--- src/inc/spe_pkg.sv ---
package spe_pkg;

    localparam int BYTE_W = 8;

    // Character set of the command line
    localparam logic [7:0] CH_CR = 8'h0D;
    localparam logic [7:0] CH_LF = 8'h0A;
    localparam logic [7:0] CH_QUERY = 8'h3F;
    localparam logic [7:0] CH_BANG = 8'h21;
    localparam logic [7:0] CH_GET = 8'h47;
    localparam logic [7:0] CH_SET = 8'h53;
    localparam logic [7:0] CH_SEMI = 8'h3B;
    localparam logic [7:0] CH_0 = 8'h30;
    localparam logic [7:0] CH_1 = 8'h31;

    // Two-letter command codes, first letter in the upper byte
    localparam logic [15:0] PRIVACY_MODE_CMD = 16'h4D4D;
    localparam logic [15:0] PRIVACY_STRING_CMD = 16'h4D59;
    localparam logic [15:0] COLD_BOOT_WARN_CMD = 16'h4543;
    localparam logic [15:0] WARM_BOOT_WARN_CMD = 16'h4557;
    localparam logic [15:0] AUTH_FAIL_WARN_CMD = 16'h4541;
    localparam logic [15:0] IP_CHANGE_WARN_CMD = 16'h4549;
    localparam logic [15:0] PASSWORD_CHANGE_WARN_CMD = 16'h4550;
    localparam logic [15:0] CARRIER_DETECT_WARN_CMD = 16'h4544;

    // Warning events, index 0 in the low slot
    localparam int NUM_EVENTS = 6;
    localparam logic [NUM_EVENTS*16-1:0] WARN_CODES = {CARRIER_DETECT_WARN_CMD, PASSWORD_CHANGE_WARN_CMD,
        IP_CHANGE_WARN_CMD, AUTH_FAIL_WARN_CMD, WARM_BOOT_WARN_CMD, COLD_BOOT_WARN_CMD};
    localparam logic [NUM_EVENTS-1:0] TRAP_CAPABLE = 6'h27;
    localparam logic [NUM_EVENTS-1:0] WARN_RESET = 6'h00;

    // Privacy mode index
    localparam logic [1:0] PRIV_DISABLE = 2'h0;
    localparam logic [1:0] PRIV_DES = 2'h1;
    localparam logic [1:0] PRIV_AES = 2'h2;
    localparam logic [1:0] PRIV_RESET = PRIV_DISABLE;

    // Byte positions within a received line
    localparam int POS_LEAD = 0;
    localparam int POS_OP = 1;
    localparam int POS_CODE_HI = 2;
    localparam int POS_CODE_LO = 3;
    localparam int POS_INDEX = 4;
    localparam int POS_SEP = 5;
    localparam int POS_VALUE = 6;
    localparam int GET_LEN = 5;
    localparam int SET_DIGIT_LEN = 7;
    localparam int STR_SET_HEAD = 6;
    localparam int REPLY_HEAD = 5;

    // Register map, byte addresses
    localparam logic [4:0] OFS_CTRL = 5'h00;
    localparam logic [4:0] OFS_IRQ_STATUS = 5'h04;
    localparam logic [4:0] OFS_IRQ_MASK = 5'h08;
    localparam logic [4:0] OFS_PRIV_VIEW = 5'h0C;
    localparam logic [4:0] OFS_WARN_VIEW = 5'h10;
    localparam logic CTRL_ENABLE_RESET = 1'b1;
    localparam int IRQ_W = 3;
    localparam int IRQ_DONE = 0;
    localparam int IRQ_ERROR = 1;
    localparam int IRQ_CHANGE = 2;
    localparam logic [IRQ_W-1:0] IRQ_RESET = 3'h0;
    localparam int WARN_TRAP_POS = 8;

    typedef enum logic [1:0] {ST_COLLECT, ST_EXEC, ST_REPLY} spe_state_type;

endpackage

--- src/hw/spe_reset_sync.sv ---
`timescale 1ns/1ps
module spe_reset_sync (
    input wire logic clock,
    input wire logic reset_n,
    output logic rst_sync_n
);
    logic stage_q;

    // Assert at once, release on the second edge
    always_ff @(posedge clock or negedge reset_n) begin
        if (!reset_n) begin
            stage_q <= 1'b0;
            rst_sync_n <= 1'b0;
        end else begin
            stage_q <= 1'b1;
            rst_sync_n <= stage_q;
        end
    end
endmodule

--- src/hw/spe_csr.sv ---
`timescale 1ns/1ps
module spe_csr
    import spe_pkg::*;
(
    input wire logic clock,
    input wire logic rst_n,
    input wire logic [4:0] avs_address,
    input wire logic avs_read,
    input wire logic avs_write,
    input wire logic [31:0] avs_writedata,
    input wire logic [3:0] avs_byteenable,
    output logic [31:0] avs_readdata,
    output logic avs_waitrequest,
    output logic irq,
    input wire logic [spe_pkg::IRQ_W-1:0] events,
    input wire logic [3:0] priv_view,
    input wire logic [spe_pkg::NUM_EVENTS-1:0] mail_view,
    input wire logic [spe_pkg::NUM_EVENTS-1:0] trap_view,
    output logic ctrl_enable_q
);
    logic [IRQ_W-1:0] status_q;
    logic [IRQ_W-1:0] mask_q;

    wire request = avs_read | avs_write;
    // Accept on the edge where waitrequest is seen low
    wire do_write = avs_write & ~avs_waitrequest;
    wire [31:0] lane_mask = {{8{avs_byteenable[3]}}, {8{avs_byteenable[2]}},
        {8{avs_byteenable[1]}}, {8{avs_byteenable[0]}}};
    wire [31:0] wbits = avs_writedata & lane_mask;
    wire [IRQ_W-1:0] clear_bits = (do_write && avs_address == OFS_IRQ_STATUS) ? wbits[IRQ_W-1:0] : IRQ_RESET;
    // A new event beats a simultaneous clear
    wire [IRQ_W-1:0] status_d = (status_q & ~clear_bits) | events;
    wire [IRQ_W-1:0] mask_d = (do_write && avs_address == OFS_IRQ_MASK && avs_byteenable[0]) ?
        avs_writedata[IRQ_W-1:0] : mask_q;
    wire ctrl_d = (do_write && avs_address == OFS_CTRL && avs_byteenable[0]) ? avs_writedata[0] : ctrl_enable_q;
    wire [31:0] warn_word = {18'h0, trap_view, 2'h0, mail_view};
    // Unmapped offsets read zero, writes to them are dropped
    wire [31:0] read_mux =
        (avs_address == OFS_CTRL) ? {31'h0, ctrl_enable_q} :
        (avs_address == OFS_IRQ_STATUS) ? {29'h0, status_q} :
        (avs_address == OFS_IRQ_MASK) ? {29'h0, mask_q} :
        (avs_address == OFS_PRIV_VIEW) ? {28'h0, priv_view} :
        (avs_address == OFS_WARN_VIEW) ? warn_word : 32'h0;

    always_ff @(posedge clock or negedge rst_n) begin
        if (!rst_n) begin
            avs_waitrequest <= 1'b1;
            avs_readdata <= 32'h0;
            status_q <= IRQ_RESET;
            mask_q <= IRQ_RESET;
            ctrl_enable_q <= CTRL_ENABLE_RESET;
            irq <= 1'b0;
        end else begin
            avs_waitrequest <= ~(request & avs_waitrequest);
            avs_readdata <= (avs_read & avs_waitrequest) ? read_mux : 32'h0;
            status_q <= status_d;
            mask_q <= mask_d;
            ctrl_enable_q <= ctrl_d;
            irq <= |(status_q & mask_q);
        end
    end
endmodule

--- src/hw/spe_cmd_interp.sv ---
// Chosen here: the Avalon-MM interface to the registers and the register offsets.
`timescale 1ns/1ps
// How it works
// - Privacy mode index is 0 disabled, 1 DES, 2 AES, in replies and sets.
// - Privacy mode query replies marker, opcode, code, success digit, mode index.
// - Successful set replies marker, echoed opcode and code, success digit, nothing more.
// - Privacy string commands carry user index; set stores string after semicolon.
// - Warning query takes target index, 0 mail, 1 trap.
// - Warning enable is 1 enabled, 0 disabled.
// - IP change and password change warnings have only the mail target.
// - Warning query replies header, success digit, then the requested enable.
// - Warm start event keeps separate mail and trap enables.
// - Authentication failure event keeps separate mail and trap enables.
// - Carrier detect event keeps separate mail and trap enables.
module spe_cmd_interp
    import spe_pkg::*;
#(
    parameter int STR_MAX = 16
) (
    input wire logic clock,
    input wire logic reset_n,
    input wire logic [spe_pkg::BYTE_W-1:0] rx_data,
    input wire logic rx_valid,
    output logic rx_ready,
    output logic [spe_pkg::BYTE_W-1:0] tx_data,
    output logic tx_valid,
    input wire logic tx_ready,
    input wire logic [4:0] avs_address,
    input wire logic avs_read,
    input wire logic avs_write,
    input wire logic [31:0] avs_writedata,
    input wire logic [3:0] avs_byteenable,
    output logic [31:0] avs_readdata,
    output logic avs_waitrequest,
    output logic irq
);
    localparam int LINE_MAX = STR_SET_HEAD + STR_MAX;
    localparam int CW = $clog2(LINE_MAX + 1) + 1;
    localparam int SLW = $clog2(STR_MAX + 1);
    localparam int SIW = (STR_MAX > 1) ? $clog2(STR_MAX) : 1;
    localparam logic [CW-1:0] L_GET = CW'(GET_LEN);
    localparam logic [CW-1:0] L_SET_DIGIT = CW'(SET_DIGIT_LEN);
    localparam logic [CW-1:0] L_STR_HEAD = CW'(STR_SET_HEAD);
    localparam logic [CW-1:0] L_LINE_MAX = CW'(LINE_MAX);
    localparam logic [CW-1:0] L_REPLY_HEAD = CW'(REPLY_HEAD);

    logic rst_n;
    spe_state_type state_q;
    spe_state_type state_d;
    logic [7:0] line_q [LINE_MAX];
    logic [CW-1:0] len_q;
    logic overflow_q;
    logic [1:0] mode_q [2];
    logic [7:0] str_q [2][STR_MAX];
    logic [SLW-1:0] str_len_q [2];
    logic [NUM_EVENTS-1:0] mail_q;
    logic [NUM_EVENTS-1:0] trap_q;
    logic [7:0] status_ch_q;
    logic [7:0] param_q;
    logic kind_str_q;
    logic reply_user_q;
    logic [CW-1:0] reply_len_q;
    logic [CW-1:0] tx_idx_q;
    logic ctrl_enable;
    logic [IRQ_W-1:0] events;

    spe_reset_sync u_reset_sync (
        .clock(clock),
        .reset_n(reset_n),
        .rst_sync_n(rst_n)
    );

    // Receive side
    wire accept = rx_valid & rx_ready;
    wire is_term = rx_data == CH_CR;
    wire is_lf = rx_data == CH_LF;
    wire is_text = accept & ~is_term & ~is_lf;
    wire store = is_text & (len_q < L_LINE_MAX);
    wire overflow_hit = is_text & (len_q == L_LINE_MAX);
    // A bare terminator is skipped rather than answered
    wire blank_line = (len_q == '0) & ~overflow_q;
    wire line_done = accept & is_term & ~blank_line;

    // Field view of the captured line
    wire [7:0] op_b = line_q[POS_OP];
    wire [7:0] code_hi_b = line_q[POS_CODE_HI];
    wire [7:0] code_lo_b = line_q[POS_CODE_LO];
    wire [15:0] code_b = {code_hi_b, code_lo_b};
    wire [7:0] idx_b = line_q[POS_INDEX];
    wire [7:0] sep_b = line_q[POS_SEP];
    wire [7:0] val_b = line_q[POS_VALUE];

    wire head_ok = ~overflow_q & (len_q >= L_GET) & (line_q[POS_LEAD] == CH_QUERY);
    wire is_get = head_ok & (op_b == CH_GET) & (len_q == L_GET);
    wire is_set = head_ok & (op_b == CH_SET) & (sep_b == CH_SEMI);
    wire set_digit = is_set & (len_q == L_SET_DIGIT);
    wire set_str = is_set & (len_q >= L_STR_HEAD);

    wire user_ok = (idx_b == CH_0) | (idx_b == CH_1);
    wire user_sel = idx_b == CH_1;
    wire hit_mode = code_b == PRIVACY_MODE_CMD;
    wire hit_str = code_b == PRIVACY_STRING_CMD;
    wire [7:0] mode_top = CH_0 + {6'h0, PRIV_AES};
    wire mode_ok = (val_b >= CH_0) & (val_b <= mode_top);
    wire enable_ok = (val_b == CH_0) | (val_b == CH_1);

    logic [NUM_EVENTS-1:0] warn_hit;
    genvar e;
    generate
        for (e = 0; e < NUM_EVENTS; e++) begin : g_hit
            assign warn_hit[e] = code_b == WARN_CODES[e*16 +: 16];
        end
    endgenerate

    wire any_warn = |warn_hit;
    wire trap_ok = |(warn_hit & TRAP_CAPABLE);
    wire target_trap = idx_b == CH_1;
    wire target_ok = (idx_b == CH_0) | (target_trap & trap_ok);

    wire do_mode_get = is_get & hit_mode & user_ok;
    wire do_mode_set = set_digit & hit_mode & user_ok & mode_ok;
    wire do_str_get = is_get & hit_str & user_ok;
    wire do_str_set = set_str & hit_str & user_ok;
    wire do_warn_get = is_get & any_warn & target_ok;
    wire do_warn_set = set_digit & any_warn & target_ok & enable_ok;
    wire any_set = do_mode_set | do_str_set | do_warn_set;
    wire any_get = do_mode_get | do_str_get | do_warn_get;
    // Everything else is answered as an error and touches nothing
    wire cmd_ok = any_set | any_get;

    wire exec = state_q == ST_EXEC;
    wire [CW-1:0] str_len_wide = len_q - L_STR_HEAD;
    wire [SLW-1:0] new_str_len = str_len_wide[SLW-1:0];
    wire new_enable = val_b == CH_1;
    wire [1:0] new_mode = val_b[1:0];

    // Parameter digit of a query
    wire [1:0] cur_mode = mode_q[user_sel];
    wire cur_mail = |(warn_hit & mail_q);
    wire cur_trap = |(warn_hit & trap_q);
    wire cur_enable = target_trap ? cur_trap : cur_mail;
    wire [7:0] mode_digit = CH_0 + {6'h0, cur_mode};
    wire [7:0] enable_digit = cur_enable ? CH_1 : CH_0;
    wire [7:0] param_d = do_mode_get ? mode_digit : enable_digit;
    wire [CW-1:0] cur_str_len = CW'(str_len_q[user_sel]);

    // Reply length with the terminator counted
    wire [CW-1:0] len_plain = L_REPLY_HEAD + 1'b1;
    wire [CW-1:0] len_digit = L_REPLY_HEAD + 2'h2;
    wire [CW-1:0] len_string = L_REPLY_HEAD + cur_str_len + 1'b1;
    wire [CW-1:0] reply_len_d = ~cmd_ok ? len_plain :
        any_set ? len_plain :
        do_str_get ? len_string : len_digit;

    // Transmit byte selection
    wire [CW-1:0] str_pos = tx_idx_q - L_REPLY_HEAD;
    wire [7:0] str_byte = str_q[reply_user_q][str_pos[SIW-1:0]];
    wire [CW-1:0] last_idx = reply_len_q - 1'b1;
    wire [7:0] reply_byte =
        (tx_idx_q == last_idx) ? CH_CR :
        (tx_idx_q == CW'(0)) ? CH_BANG :
        (tx_idx_q == CW'(POS_OP)) ? op_b :
        (tx_idx_q == CW'(POS_CODE_HI)) ? code_hi_b :
        (tx_idx_q == CW'(POS_CODE_LO)) ? code_lo_b :
        (tx_idx_q == CW'(POS_INDEX)) ? status_ch_q :
        kind_str_q ? str_byte : param_q;

    wire in_reply = state_q == ST_REPLY;
    wire tx_free = ~tx_valid | tx_ready;
    wire reply_left = tx_idx_q < reply_len_q;
    wire tx_load = in_reply & tx_free & reply_left;
    wire tx_valid_d = tx_load | (tx_valid & ~tx_ready);

    always_comb begin
        state_d = state_q;
        unique case (state_q)
            ST_COLLECT: begin
                if (line_done) begin
                    state_d = ST_EXEC;
                end
            end
            ST_EXEC: begin
                state_d = ST_REPLY;
            end
            ST_REPLY: begin
                if (tx_free && !reply_left) begin
                    state_d = ST_COLLECT;
                end
            end
        endcase
    end

    // Input stalls while a command runs or software has it disabled
    wire rx_ready_d = (state_d == ST_COLLECT) & ctrl_enable;

    always_ff @(posedge clock or negedge rst_n) begin
        if (!rst_n) begin
            state_q <= ST_COLLECT;
            rx_ready <= 1'b0;
            tx_valid <= 1'b0;
            tx_data <= 8'h00;
            tx_idx_q <= '0;
        end else begin
            state_q <= state_d;
            rx_ready <= rx_ready_d;
            tx_valid <= tx_valid_d;
            if (tx_load) begin
                tx_data <= reply_byte;
            end
            tx_idx_q <= exec ? '0 : (tx_load ? tx_idx_q + 1'b1 : tx_idx_q);
        end
    end

    always_ff @(posedge clock or negedge rst_n) begin
        if (!rst_n) begin
            len_q <= '0;
            overflow_q <= 1'b0;
        end else if (exec) begin
            len_q <= '0;
            overflow_q <= 1'b0;
        end else begin
            len_q <= store ? len_q + 1'b1 : len_q;
            overflow_q <= overflow_q | overflow_hit;
        end
    end

    always_ff @(posedge clock or negedge rst_n) begin
        if (!rst_n) begin
            status_ch_q <= CH_0;
            param_q <= CH_0;
            kind_str_q <= 1'b0;
            reply_user_q <= 1'b0;
            reply_len_q <= '0;
        end else if (exec) begin
            status_ch_q <= cmd_ok ? CH_0 : CH_1;
            param_q <= param_d;
            kind_str_q <= do_str_get;
            reply_user_q <= user_sel;
            reply_len_q <= reply_len_d;
        end
    end

    genvar i;
    genvar u;
    generate
        for (i = 0; i < LINE_MAX; i++) begin : g_line
            always_ff @(posedge clock or negedge rst_n) begin
                if (!rst_n) begin
                    line_q[i] <= 8'h00;
                end else if (store && len_q == CW'(i)) begin
                    line_q[i] <= rx_data;
                end
            end
        end

        for (u = 0; u < 2; u++) begin : g_user
            wire pick = user_sel == 1'(u);

            always_ff @(posedge clock or negedge rst_n) begin
                if (!rst_n) begin
                    mode_q[u] <= PRIV_RESET;
                    str_len_q[u] <= '0;
                end else if (exec) begin
                    if (do_mode_set && pick) begin
                        mode_q[u] <= new_mode;
                    end
                    if (do_str_set && pick) begin
                        str_len_q[u] <= new_str_len;
                    end
                end
            end

            for (i = 0; i < STR_MAX; i++) begin : g_char
                always_ff @(posedge clock or negedge rst_n) begin
                    if (!rst_n) begin
                        str_q[u][i] <= 8'h00;
                    end else if (exec && do_str_set && pick) begin
                        // Unused tail cleared so a shorter string leaves no trace
                        str_q[u][i] <= (CW'(i) < str_len_wide) ? line_q[STR_SET_HEAD + i] : 8'h00;
                    end
                end
            end
        end

        for (e = 0; e < NUM_EVENTS; e++) begin : g_warn
            always_ff @(posedge clock or negedge rst_n) begin
                if (!rst_n) begin
                    mail_q[e] <= WARN_RESET[e];
                    trap_q[e] <= WARN_RESET[e];
                end else if (exec && do_warn_set && warn_hit[e]) begin
                    // Only the addressed target moves
                    if (target_trap) begin
                        trap_q[e] <= new_enable;
                    end else begin
                        mail_q[e] <= new_enable;
                    end
                end
            end
        end
    endgenerate

    assign events[IRQ_DONE] = exec;
    assign events[IRQ_ERROR] = exec & ~cmd_ok;
    assign events[IRQ_CHANGE] = exec & any_set;

    spe_csr u_csr (
        .clock(clock),
        .rst_n(rst_n),
        .avs_address(avs_address),
        .avs_read(avs_read),
        .avs_write(avs_write),
        .avs_writedata(avs_writedata),
        .avs_byteenable(avs_byteenable),
        .avs_readdata(avs_readdata),
        .avs_waitrequest(avs_waitrequest),
        .irq(irq),
        .events(events),
        .priv_view({mode_q[1], mode_q[0]}),
        .mail_view(mail_q),
        .trap_view(trap_q),
        .ctrl_enable_q(ctrl_enable)
    );
endmodule

--- config.mk ---
export PLATFORM = sky130hd
export DESIGN_NAME = spe_cmd_interp
export DESIGN_NICKNAME = d
export VERILOG_FILES = /design/src/inc/spe_pkg.sv /design/src/hw/spe_reset_sync.sv /design/src/hw/spe_csr.sv /design/src/hw/spe_cmd_interp.sv
export SDC_FILE = /design/constraint.sdc
export NUM_CORES = 1
export LEC_CHECK = 0
export BUFFER_PORTS_ARGS = -buffer_cell sky130_fd_sc_hd__buf_2
export CAP_MARGIN = 0
export CORE_MARGIN = 4
export CORE_UTILIZATION = 60
export CTS_CLUSTER_SIZE = 20
export DETAILED_ROUTE_END_ITERATION = 7
export PLACE_DENSITY_LB_ADDON = 0.08
export REMOVE_ABC_BUFFERS = 1
export SLEW_MARGIN = 20
export SYNTH_ARGS = -nofsm -noshare
export SYNTH_HDL_FRONTEND = slang
export SYNTH_SLANG_ARGS = --single-unit
--- constraint.sdc ---
create_clock -name clock -period 17.15 [get_ports clock]
set_input_delay 0.8575 -clock clock [delete_from_list [all_inputs] [get_ports clock]]
set_output_delay 0.8575 -clock clock [all_outputs]
set_load 0.1 [all_outputs]
==> flow_summary_export.csv <==
group,metric,value,unit
global_route,met3_usage,4.046,%
timing,tightestPinTransition,1.396,ns
power_and_ir_drop,p_per_area,123.7,nW/um^2
cts,cts.sinks,517,
floorplanning,design.core.area,38830,sq um
cts,cts-hold-fix-buffers,0,
synthesis,synth_edf_count,0,
worst_setup_path,arrival,4.71,ns
cts,cts_root_buf,"clkbuf_16",
power_and_ir_drop,p_total,3.208,mW
worst_setup_path,crit_top_cell,"buf_4",
cts,clock_path_buffers,3,
worst_setup_path,path_cells,"buf_4, inv_1, ha_1, buf_4, nor2_1, a221oi_1, nor3_1, o32ai_1, o22ai_1, o211ai_1",
global_route,grt_pass1_vias,16140,
global_route,busiest_layer,"met2",
cts,path_clk_slew,0.06,ns
routing,routedWlPerCell,21.72,um
timing,fin_ws,12.89,ns
global_route,antenna_found_initial,1,
worst_setup_path,required,17.60,ns
floorplanning,start_util,60.91,%
placement,pre_cts_slack,12.99,ns
worst_setup_path,cpMaxStageDelayCell,"nor2_1",
cts,clk_latency,0.60,ns
timing,grt_setup_unrepaired,"false",
synthesis,netlist_instances,2101,
finish,layout-drive-gt1-share,21.33,%
worst_setup_path,endpoint_kind,"flip-flop",
synthesis,ys_types,72,
floorplanning,die_x,206.5,um
worst_setup_path,worstSetupPathType,"reg -> reg",
floorplanning,fp.dieH,206.5,um
routing,vias,16360,
worst_setup_path,critPathMaxFanout,29,
global_route,grt_max_degree,251,
synthesis,ys.flop_type,"dfrtp_1",
cts,cts_tree,"done",
synthesis,synth.avg_cell_area,11.26,sq um
global_route,gr-total-overflow,0,
global_route,grt_pass1_wl,90930,um
routing,drt_first_pass_iters,6,
timing,slew_violations,0,
synthesis,yosysWarnings,0,
placement,gp_congestion,0.9156,
cts,htreeDepth,2,
timing,finalHoldViolations,0,
global_route,use_met1,40.81,%
floorplanning,rows,72,
timing,max_clock_freq,234.7,MHz
cts,numCtsBuffers,53,
flow_run,maxCapViolations,0,
routing,drt-total-wl,57600,um
global_route,use_met2,42.87,%
timing,setup-violations-final,0,
finish,fin_util,66.78,%
timing,fin_crit,4.260,ns
timing,period_share,24.84,%
floorplanning,ios,99,
floorplanning,die_area,42660,sq um
placement,port_buffers,46,
finish,final_common_cell,"dfrtp_1",
routing,drtAntennaViolNets,0,
power_and_ir_drop,vdd_ir_drop_max,0.08409,mV
global_route,grt.total_usage,27.42,%
worst_setup_path,slowest_delay,0.96,ns
cts,cts-resized-gates,0,
routing,drt_first_iter_violations,1635,
placement,hpwl,36030,um
finish,area_growth,9.629,%
finish,nNetsFinal,2171,
finish,mostFrequentLayoutCells,"512 x dfrtp_1, 397 x nand2_1, 247 x o21ai_0, 228 x mux2_2, 55 x clkbuf_16",
hold_path,hold_path_class,"in -> async",
power_and_ir_drop,p_leak,11.76,nW
synthesis,seq_area_frac_synth,54.71,%
routing,viasPerCell,6.169,
run_status,outcome,"finished clean",
synthesis,synthArstFlopShare,100.0,%
routing,drc,0,
cts,postCtsSetupBuffers,0,
timing,tns,0,ns
worst_setup_path,startpoint_type,"flip-flop",
timing,finClkSkew,0.01782,ns
timing,slew_headroom,6.908,%
synthesis,syn-cell-area,23650,sq um
synthesis,ys_seq_elements,517,
flip-flops by register name, indices dropped and copies added, names as in the netlist, 8 cells and up:
name	cells
str_q	256
line_q	128
u_csr.avs_readdata	12
str_len_q	10
code_hi_b	8
code_lo_b	8
idx_b	8
op_b	8
sep_b	8
tx_data	8
val_b	8
logic make-up after synthesis:
logic type / after synthesis / share of synthesized area, %
buffers and inverters: 181 / 3.407
XOR/XNOR: 19 / 0.7036
flip-flops: 517 / 54.71
AO/OA/AOI/OAI: 381 / 9.475
other: 2 / 0.03175
multiplexers: 333 / 17.97
adder cells (fa/ha/maj): 21 / 1.111
AND/OR/NAND/NOR: 647 / 12.59
layer usage:
| metal | wire length [um] | up-vias | part of all wire (%) |
|---|---|---|---|
| li1 | - | 7415 | - |
| met1 | 26010 | 8384 | 45 |
| met2 | 26860 | 468 | 47 |
| met3 | 3440 | 93 | 6.0 |
| met4 | 1283 | 0 | 2.2 |
| met5 | 0 | - | 0 |
Yosys cell counts, types with 4 or more instances:
| library cell | instances | share of area [%] |
|---|---|---|
| nand2b_1 | 13 | 0.34 |
| nor2b_1 | 12 | 0.32 |
| nand4_1 | 17 | 0.45 |
| mux2_2 | 228 | 11 |
| xnor2_1 | 9 | 0.33 |
| xor2_1 | 10 | 0.37 |
| nand2_1 | 397 | 6.3 |
| and4b_1 | 4 | 0.17 |
| mux4_2 | 50 | 4.8 |
| mux2_1 | 4 | 0.19 |
| mux2i_1 | 51 | 2.2 |
| o211ai_1 | 6 | 0.19 |
| buf_2 | 29 | 0.61 |
| a22oi_1 | 13 | 0.41 |
| ha_1 | 21 | 1.1 |
| and3_1 | 11 | 0.29 |
| a221oi_1 | 28 | 1.0 |
| clkbuf_1 | 88 | 1.4 |
| o22ai_1 | 11 | 0.29 |
| nor4_1 | 11 | 0.29 |
| nor4b_1 | 4 | 0.15 |
| and2_1 | 12 | 0.32 |
| buf_1 | 12 | 0.19 |
| a21oi_1 | 27 | 0.57 |
| nor3_1 | 20 | 0.42 |
| nand3_1 | 37 | 0.78 |
| dfrtp_1 | 515 | 54 |
| o31ai_1 | 5 | 0.16 |
| nor2_1 | 50 | 0.79 |
| a32o_1 | 5 | 0.21 |
| nor3b_1 | 23 | 0.73 |
| o21ai_0 | 247 | 5.2 |
| buf_4 | 22 | 0.70 |
| or3_1 | 6 | 0.16 |
| o21ai_1 | 4 | 0.085 |
| or2_2 | 7 | 0.19 |
| inv_1 | 29 | 0.46 |
critical path: cells and delay by family (launching register included):
family,cells,cell delay [ns]
simple gates,2,1.49
buf+inv,3,0.99
compound gates,4,0.91
flops,1,0.35
fa+ha+maj,1,0.35
final cells by class:
class / instances / area (sq um)
Clock inverter: 15 / 182.7
Clock buffer: 78 / 1573
Tap cell: 518 / 648.1
Fill cell: 2986 / 12900
Antenna cell: 1 / 2.502
Multi-Input combinational cell: 1422 / 10010
Timing Repair Buffer: 72 / 454.2
Inverter: 29 / 108.9
Sequential cell: 517 / 12950
path summary, 6_finish.rpt:
check	cells past startpoint	slack [ns]	end	start
min reg2reg	0	0.35	u_reset_sync.rst_sync_n	u_reset_sync.stage_q
max reg2reg	10	12.89	tx_data[2]	tx_idx_q[0]
min	1	0.03	u_reset_sync.rst_sync_n	reset_n
max	10	12.89	tx_data[2]	tx_idx_q[0]
min in group clock	0	0.35	u_reset_sync.rst_sync_n	u_reset_sync.stage_q
max in group asynchronous	2	14.46	tx_idx_q[0]	u_reset_sync.rst_sync_n
per-stage QoR:
step / hold WS (ns) / cell area [sq um] / std cells
global placement: 0.3384 / 24160 / 2558
detailed placement: 0.3389 / 24160 / 2558
floorplan: 0.3312 / 23020 / 1968
CTS: 0.004701 / 25910 / 2651
finish: 0.03323 / 25930 / 2652
global route: 0.01653 / 25920 / 2651
power by group:
part	total (mW)	leakage [nW]	switching [mW]	internal (mW)
registers	1.30	7.13	0.0454	1.25
clock network	1.16	0.872	0.471	0.691
logic	0.746	3.76	0.527	0.219
Power figures use the tool's default switching activity.
